`src/tpc_defines.svh`:
```
// register offsets, field positions, reset values and clock ratios for the timer pin select / compact timer block
// assumes wishbone byte-per-word register map, 32-bit data bus
`ifndef TPC_DEFINES_SVH
`define TPC_DEFINES_SVH
`define TPC_OFS_PINSEL_A 6'h00
`define TPC_OFS_PINSEL_B 6'h04
`define TPC_OFS_CTRL0 6'h08
`define TPC_OFS_CTRL1 6'h0C
`define TPC_OFS_CNT_LO 6'h10
`define TPC_OFS_CNT_HI 6'h14
`define TPC_OFS_CMPA_LO 6'h18
`define TPC_OFS_CMPA_HI 6'h1C
`define TPC_OFS_INV 6'h20
`define TPC_OFS_STATUS 6'h24
`define TPC_PINSEL_A_MASK 8'hFF
`define TPC_PINSEL_B_MASK 8'h07
`define TPC_RESET_BYTE 8'h00
`define TPC_CTRL0_PAUSE 7
`define TPC_CTRL0_ENABLE 3
`define TPC_CTRL1_CCLR 0
`define TPC_CTRL1_POL 2
`define TPC_CTRL1_OINIT 3
`define TPC_DIV_FSYS4 4
`define TPC_DIV_FH16 16
`define TPC_DIV_FH64 64
`define TPC_DIV_FSUB 256
`endif

```
`src/tpc_pkg.sv`:
```
// types for the timer pin select / compact timer block
// assumes tpc_defines.svh for numeric constants
package tpc_pkg;
	typedef enum logic [1:0] {
		TPC_MODE_CMP_OUT,
		TPC_MODE_UNDEF,
		TPC_MODE_PWM,
		TPC_MODE_TIMER
	} tpc_mode_e;
	typedef enum logic [2:0] {
		TPC_CK_FSYS4,
		TPC_CK_FSYS,
		TPC_CK_FH16,
		TPC_CK_FH64,
		TPC_CK_FSUB,
		TPC_CK_NONE,
		TPC_CK_PIN_RISE,
		TPC_CK_PIN_FALL
	} tpc_clksel_e;
	typedef logic [9:0] tpc_count_t;
endpackage

```
`src/tpc_core.sv`:
```
// timer pin select registers, buffered byte access and the compact 10-bit timer core
// assumes classic wishbone slave, one clock, external pin clock arrives asynchronously
//
// Register access over Wishbone and the address map were left to the implementer.
`timescale 1ns/1ps
`include "tpc_defines.svh"

// Contract
// - set pin select bit routes pin to timer
// - unimplemented select bits read zero, ignore writes
// - port data bits invert each output pin (code: only group a pins routed to a timer; group b pins are never inverted)
// - ten-bit values split, low via buffer
// - compare low write loads buffer only
// - compare high write also copies buffer low
// - high read returns high, latches low
// - low read returns holding buffer
// - ten-bit up counter, selectable clock source
// - period compare against top three bits
// - compare A against all ten bits
// - counter cleared by software only via enable rising
// - overflow or match clears counter, interrupt
// - compare output, timer, and pwm modes
// - several outputs, same or inverted signal
// - pin clock counts rising or falling edge
// - period zero means run to overflow
module tpc_core #(
	parameter int NUM_PINS_A = 8,
	parameter int NUM_PINS_B = 3
) (
	input wire logic clk_i,
	input wire logic rst_i,
	input wire logic wb_cyc_i,
	input wire logic wb_stb_i,
	input wire logic wb_we_i,
	input wire logic [5:0] wb_adr_i,
	input wire logic [3:0] wb_sel_i,
	input wire logic [31:0] wb_dat_i,
	output logic [31:0] wb_dat_o,
	output logic wb_ack_o,
	input wire logic fh_tick_i,
	input wire logic fsub_tick_i,
	input wire logic ext_clk_pin_i,
	input wire logic [NUM_PINS_A-1:0] pin_alt_a_i,
	input wire logic [NUM_PINS_B-1:0] pin_alt_b_i,
	input wire logic [NUM_PINS_B-1:0] timer2_out_i,
	input wire logic [4:0] timer1_out_i,
	output logic [NUM_PINS_A-1:0] pin_out_a_o,
	output logic [NUM_PINS_B-1:0] pin_out_b_o,
	output logic [NUM_PINS_A-1:0] pin_sel_a_o,
	output logic [NUM_PINS_B-1:0] pin_sel_b_o,
	output logic timer_irq_a_o,
	output logic timer_irq_p_o
);
	import tpc_pkg::*;

	// the pin maps below are written for exactly these group widths
	if (NUM_PINS_A != 8 || NUM_PINS_B != 3) begin : g_bad_pins
		$error("tpc_core: pin counts must be 8 and 3");
	end

	logic [7:0] pin_select_reg_a;
	logic [7:0] pin_select_reg_b;
	logic [7:0] ctrl0_reg;
	logic [7:0] ctrl1_reg;
	logic [7:0] inv_reg;
	logic [7:0] hold_reg;
	logic [9:0] cmpa_reg;
	tpc_count_t cnt_reg;
	logic out_reg;
	logic ack_reg;
	logic [31:0] rdat_reg;
	logic en_d_reg;
	logic [2:0] ext_sync_reg;
	logic ext_last_reg;
	logic [7:0] div_reg;
	logic [7:0] fh_div_reg;
	logic [1:0] sticky_reg;

	// bus decode
	wire req = wb_cyc_i && wb_stb_i && !ack_reg;
	wire wr = req && wb_we_i && wb_sel_i[0];
	wire rd = req && !wb_we_i;
	wire hit_psa = wb_adr_i == `TPC_OFS_PINSEL_A;
	wire hit_psb = wb_adr_i == `TPC_OFS_PINSEL_B;
	wire hit_c0 = wb_adr_i == `TPC_OFS_CTRL0;
	wire hit_c1 = wb_adr_i == `TPC_OFS_CTRL1;
	wire hit_dl = wb_adr_i == `TPC_OFS_CNT_LO;
	wire hit_dh = wb_adr_i == `TPC_OFS_CNT_HI;
	wire hit_al = wb_adr_i == `TPC_OFS_CMPA_LO;
	wire hit_ah = wb_adr_i == `TPC_OFS_CMPA_HI;
	wire hit_inv = wb_adr_i == `TPC_OFS_INV;
	wire hit_st = wb_adr_i == `TPC_OFS_STATUS;

	wire timer_en = ctrl0_reg[`TPC_CTRL0_ENABLE];
	wire pause = ctrl0_reg[`TPC_CTRL0_PAUSE];
	wire [2:0] period = ctrl0_reg[2:0];
	wire [2:0] clksel_raw = ctrl0_reg[6:4];
	tpc_clksel_e clksel;
	assign clksel = tpc_clksel_e'(clksel_raw);
	wire [1:0] mode_raw = ctrl1_reg[7:6];
	tpc_mode_e mode;
	assign mode = tpc_mode_e'(mode_raw);
	wire [1:0] io_sel = ctrl1_reg[5:4];
	wire cclr = ctrl1_reg[`TPC_CTRL1_CCLR];

	// read mux: low bytes always return the holding buffer
	logic [7:0] rd_byte;
	always_comb begin
		rd_byte = 8'h00;
		if (hit_psa)
			rd_byte = pin_select_reg_a & `TPC_PINSEL_A_MASK;
		else if (hit_psb)
			rd_byte = pin_select_reg_b & `TPC_PINSEL_B_MASK;
		else if (hit_c0)
			rd_byte = ctrl0_reg;
		else if (hit_c1)
			rd_byte = ctrl1_reg;
		else if (hit_dl || hit_al)
			rd_byte = hold_reg;
		else if (hit_dh)
			rd_byte = {6'h00, cnt_reg[9:8]};
		else if (hit_ah)
			rd_byte = {6'h00, cmpa_reg[9:8]};
		else if (hit_inv)
			rd_byte = inv_reg;
		else if (hit_st)
			rd_byte = {5'h00, out_reg, sticky_reg};
	end

	// one-cycle ack, one byte per access
	always_ff @(posedge clk_i) begin
		if (rst_i) begin
			ack_reg <= 1'b0;
			rdat_reg <= 32'h0000_0000;
		end else begin
			ack_reg <= req;
			if (rd)
				rdat_reg <= {24'h00_0000, rd_byte};
		end
	end
	assign wb_ack_o = ack_reg;
	assign wb_dat_o = rdat_reg;

	// register writes
	always_ff @(posedge clk_i) begin
		if (rst_i) begin
			pin_select_reg_a <= `TPC_RESET_BYTE;
			pin_select_reg_b <= `TPC_RESET_BYTE;
			ctrl0_reg <= `TPC_RESET_BYTE;
			ctrl1_reg <= `TPC_RESET_BYTE;
			inv_reg <= `TPC_RESET_BYTE;
		end else if (wr) begin
			if (hit_psa)
				pin_select_reg_a <= wb_dat_i[7:0] & `TPC_PINSEL_A_MASK;
			if (hit_psb)
				pin_select_reg_b <= wb_dat_i[7:0] & `TPC_PINSEL_B_MASK;
			if (hit_c0)
				ctrl0_reg <= wb_dat_i[7:0];
			if (hit_c1)
				ctrl1_reg <= wb_dat_i[7:0];
			if (hit_inv)
				inv_reg <= wb_dat_i[7:0];
		end
	end

	// shared holding buffer and compare value
	always_ff @(posedge clk_i) begin
		if (rst_i) begin
			hold_reg <= 8'h00;
			cmpa_reg <= 10'h000;
		end else begin
			if (wr && hit_al)
				hold_reg <= wb_dat_i[7:0];
			else if (rd && hit_dh)
				hold_reg <= cnt_reg[7:0];
			else if (rd && hit_ah)
				hold_reg <= cmpa_reg[7:0];
			if (wr && hit_ah)
				cmpa_reg <= {wb_dat_i[1:0], hold_reg};
		end
	end

	// external clock pin: three flops, edge counts when the later two agree
	always_ff @(posedge clk_i) begin
		if (rst_i) begin
			ext_sync_reg <= 3'h0;
			ext_last_reg <= 1'b0;
		end else begin
			ext_sync_reg <= {ext_sync_reg[1:0], ext_clk_pin_i};
			if (ext_sync_reg[2] == ext_sync_reg[1])
				ext_last_reg <= ext_sync_reg[2];
		end
	end
	wire ext_stable = ext_sync_reg[2] == ext_sync_reg[1];
	wire ext_rise = ext_stable && ext_sync_reg[2] && !ext_last_reg;
	wire ext_fall = ext_stable && !ext_sync_reg[2] && ext_last_reg;

	// internal dividers; fh and fsub are one-cycle enables from the clock unit
	always_ff @(posedge clk_i) begin
		if (rst_i) begin
			div_reg <= 8'h00;
			fh_div_reg <= 8'h00;
		end else begin
			div_reg <= div_reg + 8'h01;
			if (fh_tick_i)
				fh_div_reg <= fh_div_reg + 8'h01;
		end
	end

	logic tick;
	always_comb begin
		unique case (clksel)
			TPC_CK_FSYS4: tick = div_reg[1:0] == 2'h3;
			TPC_CK_FSYS: tick = 1'b1;
			TPC_CK_FH16: tick = fh_tick_i && fh_div_reg[3:0] == 4'hF;
			TPC_CK_FH64: tick = fh_tick_i && fh_div_reg[5:0] == 6'h3F;
			TPC_CK_FSUB: tick = fsub_tick_i;
			TPC_CK_NONE: tick = 1'b0;
			TPC_CK_PIN_RISE: tick = ext_rise;
			TPC_CK_PIN_FALL: tick = ext_fall;
		endcase
	end

	// comparators
	wire match_p = (period == 3'h0) ? (cnt_reg == 10'h3FF) : (cnt_reg[9:7] == period);
	wire match_a = cnt_reg == cmpa_reg;
	wire overflow = cnt_reg == 10'h3FF;
	wire clr_evt = cclr ? match_a : match_p;
	wire step = timer_en && !pause && tick;
	wire en_rise = timer_en && !en_d_reg;

	// counter: software can only clear it through the enable rising edge
	always_ff @(posedge clk_i) begin
		if (rst_i) begin
			cnt_reg <= 10'h000;
			en_d_reg <= 1'b0;
		end else begin
			en_d_reg <= timer_en;
			if (en_rise)
				cnt_reg <= 10'h000;
			else if (step)
				cnt_reg <= (clr_evt || overflow) ? 10'h000 : cnt_reg + 10'h001;
		end
	end

	// match pulses; pwm duty is compare A against a period set by P
	wire evt_a = step && match_a;
	wire evt_p = step && (match_p || overflow);
	always_ff @(posedge clk_i) begin
		if (rst_i) begin
			out_reg <= 1'b0;
			timer_irq_a_o <= 1'b0;
			timer_irq_p_o <= 1'b0;
			sticky_reg <= 2'h0;
		end else begin
			timer_irq_a_o <= evt_a;
			timer_irq_p_o <= evt_p;
			if (wr && hit_st)
				sticky_reg <= (sticky_reg & ~wb_dat_i[1:0]) | {evt_p, evt_a};
			else
				sticky_reg <= sticky_reg | {evt_p, evt_a};
			if (en_rise)
				out_reg <= ctrl1_reg[`TPC_CTRL1_OINIT];
			else
				unique case (mode)
					TPC_MODE_CMP_OUT: begin
						if (evt_a && io_sel == 2'h1)
							out_reg <= 1'b0;
						else if (evt_a && io_sel == 2'h2)
							out_reg <= 1'b1;
						else if (evt_a && io_sel == 2'h3)
							out_reg <= ~out_reg;
					end
					TPC_MODE_PWM: begin
						if (io_sel == 2'h0)
							out_reg <= 1'b0;
						else if (io_sel == 2'h1)
							out_reg <= 1'b1;
						else if (io_sel == 2'h2)
							out_reg <= timer_en && (cnt_reg < cmpa_reg);
					end
					TPC_MODE_TIMER: out_reg <= 1'b0;
					TPC_MODE_UNDEF: out_reg <= out_reg;
				endcase
		end
	end

	// polarity then per-pin inversion; timer 0 drives pins 0..2 of group a
	wire tm0_sig = out_reg ^ ctrl1_reg[`TPC_CTRL1_POL];
	wire [7:0] func_a = {timer1_out_i, {3{tm0_sig}}};
	genvar gi;
	generate
		for (gi = 0; gi < NUM_PINS_A; gi++) begin : g_pa
			assign pin_out_a_o[gi] = pin_select_reg_a[gi] ? (func_a[gi] ^ inv_reg[gi]) : pin_alt_a_i[gi];
		end
		for (gi = 0; gi < NUM_PINS_B; gi++) begin : g_pb
			assign pin_out_b_o[gi] = pin_select_reg_b[gi] ? timer2_out_i[gi] : pin_alt_b_i[gi];
		end
	endgenerate
	assign pin_sel_a_o = pin_select_reg_a;
	assign pin_sel_b_o = pin_select_reg_b[NUM_PINS_B-1:0];
endmodule

```
`config.mk`:
```
export PLATFORM = sky130hd
export DESIGN_NAME = tpc_core
export DESIGN_NICKNAME = d
export VERILOG_FILES = /design/src/tpc_pkg.sv /design/src/tpc_core.sv
export VERILOG_INCLUDE_DIRS = /design/src
export SDC_FILE = /design/constraint.sdc
export NUM_CORES = 1
export LEC_CHECK = 0
export BUFFER_PORTS_ARGS = -buffer_cell sky130_fd_sc_hd__buf_2
export CAP_MARGIN = 20
export CORE_ASPECT_RATIO = 1.4
export CORE_UTILIZATION = 30
export CTS_CLUSTER_SIZE = 20
export DETAILED_ROUTE_END_ITERATION = 6
export MAX_ROUTING_LAYER = met4
export SETUP_SLACK_MARGIN = 0.3
export SLEW_MARGIN = 20
export SYNTH_ARGS = -nofsm -noshare
export SYNTH_HDL_FRONTEND = slang
export SYNTH_SLANG_ARGS = --single-unit
```
`constraint.sdc`:
```
create_clock -name clk_i -period 4.57 [get_ports clk_i]
set_clock_uncertainty 0.2 [all_clocks]
set_input_delay 0.6855 -clock clk_i [delete_from_list [all_inputs] [get_ports clk_i]]
set_output_delay 0.6855 -clock clk_i [all_outputs]
set_load 0.005 [all_outputs]
```
==> metrics.txt, run 1 <==
area leader, netlist=dfxtp_1; minimum clock period=~2.6 ns; Initial Util=a little over 30%; cts hold-fix bufs=0; hold wc startpoint=div_reg[0]$_SDFF_PP0_; Worst Setup SP=wb_stb_i; Final Setup Violations=0; Die ar.=around 0.016 mm2; largest net degree at the start of global routing=40; GR Overflow Total=0; CTS Buf Count=9; Peak supply drop=0.000169 V; routability cong.=about 0.85; Core ar.=0.0156 mm2; drt pass-1 iters=5; maximum capacitance violations=0; endpoint class of the critical path=flip-flop; Seq/Total Area, Yosys=a little under two fifths; Post-CTS Repair Setup Buffers=0; hold crit path type=reg2reg; vias per std cell=between 5 and 6; CP max stage cell=nor2_1; die height=152 um; crit-path cells=buf_2 > nand3b_1 > nor2_1 > and3_1 > nor2_1 > a22oi_1 > a21oi_1; post-synth cell types=63; vias in the first global route=3743; Syn Inst Count=~540; global-route wire length before repair=between 15 and 20 mm; FF-to-FF Start=wb_ack_o$_SDFF_PP0_; top-count cell post-synth=dfxtp_1; status=finished, final reports clean; DRC viols=0; nets@finish=687; post-route ant nets=0; final wirelength=about 12 mm; synthesized flop and latch total=90; Max stage delay on crit path=roughly 0.66 ns; Tcrit/Tclk final=between 50% and 60%; CTS tree=built; RSZ-0062 raised after global routing=false; ranking of synthesized cells by area=dfxtp_1 38%, mux2i_1 9.4%, nor2_1 6.1%; critical path arrival=2.64 ns; Warnings, synthesis=0; CP startpoint kind=input pin; clock buffer depth=2; Leak=about 2.1 nW; Die Span X=~110 um; Final Max Slew Viols=0; area share of the largest cell type after synthesis=a little under two fifths; post-cts resize count=0; IO Pins=about 130; achievable frequency=~380 MHz; Avg Inst Size Synth=about 8.8 um2; clock slew at the register clock pins of the worst setup and hold paths=0.06 ns; antenna violations before repair=0; async set-reset flop share out of synthesis=0%; Slew HR=a little under two fifths; critical path class=in2reg; commonest cells in the netlist=90 x dfxtp_1, 78 x nor2_1, 45 x mux2i_1, 39 x nand2_1, 27 x buf_4; Fin. Hold Viols=0; DR WL/cell=roughly 15 um; Vias=around 4000; Worst Path Required=between 4 and 5 ns; share of cells above drive strength 1=between 10% and 20%; Worst Path Max Fanout=11; Total GRT Usage=around 16%; setup total negative slack=0 ns; predominant post-synthesis flop cell=dfxtp_1; DR iter-0 viols=between 200 and 250; IO Port Bufs=74; post-synth design cell area=between 0.004 and 0.005 mm2; Antenna diodes=0; htree depth=3; Area growth, synth to finish=15.3%; Placement Rows=54; EDFF count, synth=0; Worst-Skew Late Latency=around 0.35 ns; HPWL after detailed placement=about 9 mm; most used cell, CP=nor2_1; Slew @ Worst Pin=~0.95 ns; Clock Sink Count=90; CTS root buf=clkbuf_16; Pwr Total=around 1.7 mW; pwr dens=304 mW/mm2
[metal layers]
| layer | vias to the layer above | routed length (um) | global-route usage [%] |
|---|---|---|---|
| met2 | 103 | 6650 | 28.9 |
| li1 | 1994 | - | - |
| met1 | 1961 | 4960 | 17.8 |
| met5 | - | 0 | - |
| met4 | 0 | 275 | 6.22 |
| met3 | 19 | 403 | 1.97 |
[logic make-up (layout without fill, tap and decap cells)]
family,Yosys count,in the layout,share of synthesized area (%)
DFF,90,90,37.6
buffers and inverters,68,110,7.94
and+or+nand+nor,197,197,20.7
AOI/OAI and AO/OA,94,94,13.9
adders and majority gates,15,15,3.92
muxes,55,55,11.8
other,1,24,0.0783
xor gates and xnor gates,22,22,4.02
[power breakdown]
part	internal, mW	switching, mW	leakage (nW)
logic	0.0365	0.0609	1.20
clock network	0.475	0.309	0.145
registers	0.792	0.00449	0.727
total	1.30	0.375	2.07
[critical path, delay by kind of cell]
kind	cells	cell delay (ns)
buf+inv	1	0.07
simple gates	4	1.61
compound gates	2	0.27
[placed cells by master, fill, tap and decap left out, types with 3 or more instances in the layout]
| cell type | count |
|---|---|
| a21oi_1 | 26 |
| xor2_1 | 7 |
| and2_1 | 3 |
| xnor2_1 | 15 |
| o31ai_1 | 4 |
| or3_1 | 3 |
| dfxtp_1 | 90 |
| a222oi_1 | 6 |
| mux2_2 | 10 |
| buf_4 | 4 |
| and3_1 | 4 |
| mux2i_1 | 45 |
| a31oi_1 | 6 |
| nand3b_1 | 3 |
| a221oi_1 | 6 |
| ha_1 | 15 |
| clkbuf_16 | 9 |
| buf_2 | 74 |
| nor3_1 | 11 |
| nor2_1 | 78 |
| o221ai_1 | 4 |
| inv_1 | 16 |
| nor2b_1 | 12 |
| o21ai_0 | 12 |
| a22oi_1 | 9 |
| nand4_1 | 6 |
| nand2_1 | 39 |
| nand3_1 | 17 |
| conb_1 | 24 |
[final cells by class]
type,count,area (um2)
well taps,196,245
clock inverters,5,80.1
multi-input cells,407,2700
flip-flops and latches,90,1800
fillers,1619,10100
repair buffers,78,400
clock buffers,10,229
inverters,17,63.8
[through the flow]
| step | hold WS, ns | area (um2) | util, % | worst slack, ns | std cells |
|---|---|---|---|---|---|
| 4_1_cts | 0.226 | 5520 | 35.4 | 1.96 | 803 |
| 6_report | 0.224 | 5520 | 35.4 | 1.95 | 803 |
| 2_1_floorplan | 0.199 | 4880 | - | 2.25 | 565 |
| 3_5_place_dp | 0.217 | 5210 | 33.4 | 1.62 | 788 |
| 5_1_grt | 0.262 | 5520 | 35.4 | 1.76 | 803 |
| 3_3_place_gp | 0.215 | 5210 | 33.4 | 1.62 | 788 |
[worst paths after layout]
check / depth (start not counted) / end / slack [ns]
hold reg to reg: 1 / div_reg[0]$_SDFF_PP0_ / 0.22
hold / removal: 1 / div_reg[0]$_SDFF_PP0_ / 0.22
setup / recovery: 7 / hold_reg[4]$_SDFFE_PP0P_ / 1.95
setup reg to reg: 6 / hold_reg[4]$_SDFFE_PP0P_ / 1.98
No activity file was read; power rests on OpenSTA's default activity.
==> inputs of run 2 (changes only) <==
Clock period 4.57 ns to 2.1 ns, I/O delays scaled along.
==> run 2 against run 1 <==
  * Register-to-register slack worse by 2.0 ns
  * First-iteration DRC count is 20% lower
  * Critical path type is now reg2reg
  * Critical endpoint is now out_reg$_SDFFE_PP0P_
  * Largest cell class unchanged
  * Non-clock buffer count is 84 higher
  * Count of clock-buffer cells in the layout is 1 lower
  * Via count is 9.9% higher
==> metrics.txt, run 2 (synthesized netlist as in run 1, its figures left out) <==
die height=152 um; Leak=2.69 nW; Tcrit/Tclk final=between 90% and 100%; critical path arrival=approximately 2.1 ns; Vias=roughly 4500; critical path class=reg2reg; CP startpoint kind=flip-flop; pwr dens=524 mW/mm2; Worst Path Max Fanout=3; vias in the first global route=approximately 4200; endpoint class of the critical path=flip-flop; routability cong.=approximately 0.86; HPWL after detailed placement=about 10 mm; Fin. Hold Viols=0; Peak supply drop=0.000316 V; achievable frequency=~480 MHz; Hold Crit Depth=3; status=finished, final reports clean; share of cells above drive strength 1=between 40 and 50%; register-to-register setup slack=0.02 ns; utilization after layout=43.9%; FF-to-FF Start=cmpa_reg[7]$_SDFFE_PP0P_; Die Span X=approximately 110 um; Worst Path Required=~2.1 ns; nets@finish=~770; Core ar.=0.0156 mm2; RSZ-0062 raised after global routing=true; Final Setup Violations=0; vias per std cell=5.05; Clock Sink Count=90; Total GRT Usage=about 17%; hold wc startpoint=wb_dat_i[7]; Reg2Reg Depth=8; Reg-to-Reg End=out_reg$_SDFFE_PP0P_; Final WS setup=0.0223 ns; drt pass-1 iters=5; GR Overflow Total=0; CTS tree=built; fill count=1491; DR iter-0 viols=190; maximum capacitance violations=0; clock slew at the register clock pins of the worst setup and hold paths=0.07 ns; most common cell after layout, fill and taps aside=buf_2; final wirelength=14.2 mm; Final Max Slew Viols=0; CTS Buf Count=9; Slew HR=54.7%; largest net degree at the start of global routing=a little over 60; worst slack at placement=-0.110 ns; Worst-Skew Late Latency=0.35 ns; multi-input logic area=between 0.003 and 0.004 mm2; DR WL/cell=about 16 um; most frequent cells in the layout=71 x buf_2, 69 x nor2_1, 68 x dfxtp_1; global-route wire length before repair=about 21 mm; Pwr Total=around 3.6 mW; Min Hold Slack=0.0729 ns; Area growth, synth to finish=42.9%; Placement Rows=54; DRC viols=0; htree depth=3; Sequential cell area=about 0.0018 mm2; Die ar.=roughly 0.016 mm2; Initial Util=a little under a third; Antenna diodes=0; CTS root buf=clkbuf_16; hold crit path type=in2reg; IO Pins=around 130; IO Port Bufs=74; Hold Path End=hold_reg[7]$_SDFFE_PP0P_; minimum clock period=~2.1 ns; antenna violations before repair=0; post-route ant nets=0; clock buffer depth=2; Slew @ Worst Pin=just under 0.7 ns
[run 2: report_power, final]
part / leakage, nW / switching [mW] / internal, mW
clock network: 0.143 / 0.746 / 0.824
registers: 0.738 / 0.0115 / 1.72
logic: 1.81 / 0.160 / 0.126
[run 2: worst max path at each step]
stage | startpoint | to | slack (ns) | depth (start not counted)
global route | cmpa_reg[8]$_SDFFE_PP0P_ | out_reg$_SDFFE_PP0P_ | -0.07 | 8
CTS | cmpa_reg[3]$_SDFFE_PP0P_ | out_reg$_SDFFE_PP0P_ | 0.007 | 7
floorplan | cmpa_reg[7]$_SDFFE_PP0P_ | cnt_reg[2]$_SDFFE_PP0P_ | 0.13 | 8
global placement | cmpa_reg[4]$_SDFFE_PP0P_ | out_reg$_SDFFE_PP0P_ | -0.11 | 8
detailed placement | wb_adr_i[5] | cmpa_reg[4]$_SDFFE_PP0P_ | -0.11 | 7
finish | cmpa_reg[7]$_SDFFE_PP0P_ | out_reg$_SDFFE_PP0P_ | 0.02 | 8
[run 2: layout make-up]
cell class	count	share of cell area, %
Tap cell	196	3.58
Multi-Input combinational cell	407	47.2
Inverter	17	0.932
Clock buffer	9	3.29
Sequential cell	90	26.8
Clock inverter	7	0.823
Timing Repair Buffer	162	17.3
[run 2: what timing repair did]
action / 4_1_cts / 5_1_grt
setup buffers: 11 / 11
endpoints found under the hold margin: 1 / 0
setup endpoints to repair: 66 / 78
gates cloned: 1 / 0
gates resized for setup: 66 / 94
hold buffers: 1 / 0
pin swaps: 21 / 38
[run 2: worst max-delay path, stage by stage (launching register included)]
cell and delay [ns]:
dfxtp_2 0.34, inv_2 0.05, ha_4 0.26, nand4_1 0.16, nor3_2 0.27, buf_4 0.17, nand2_1 0.05, o211a_1 0.22
a32o_1 0.25
[run 2: per-layer routing]
metal,up-vias,global-route usage (%),part of all wire (%)
li1,2178,-,-
met1,2153,19.1,40
met2,115,31.1,54
met3,34,1.75,2.9
met4,0,8.72,3.2
met5,-,-,0
[run 2: stage by stage]
stage | instances | TNS [ns] | area, um2
2_1_floorplan | 565 | 0 | 4920
3_3_place_gp | 848 | -1.01 | 5730
3_5_place_dp | 848 | -1.16 | 5730
4_1_cts | 877 | 0 | 6390
5_1_grt | 888 | -0.133 | 6850
6_report | 888 | 0 | 6850
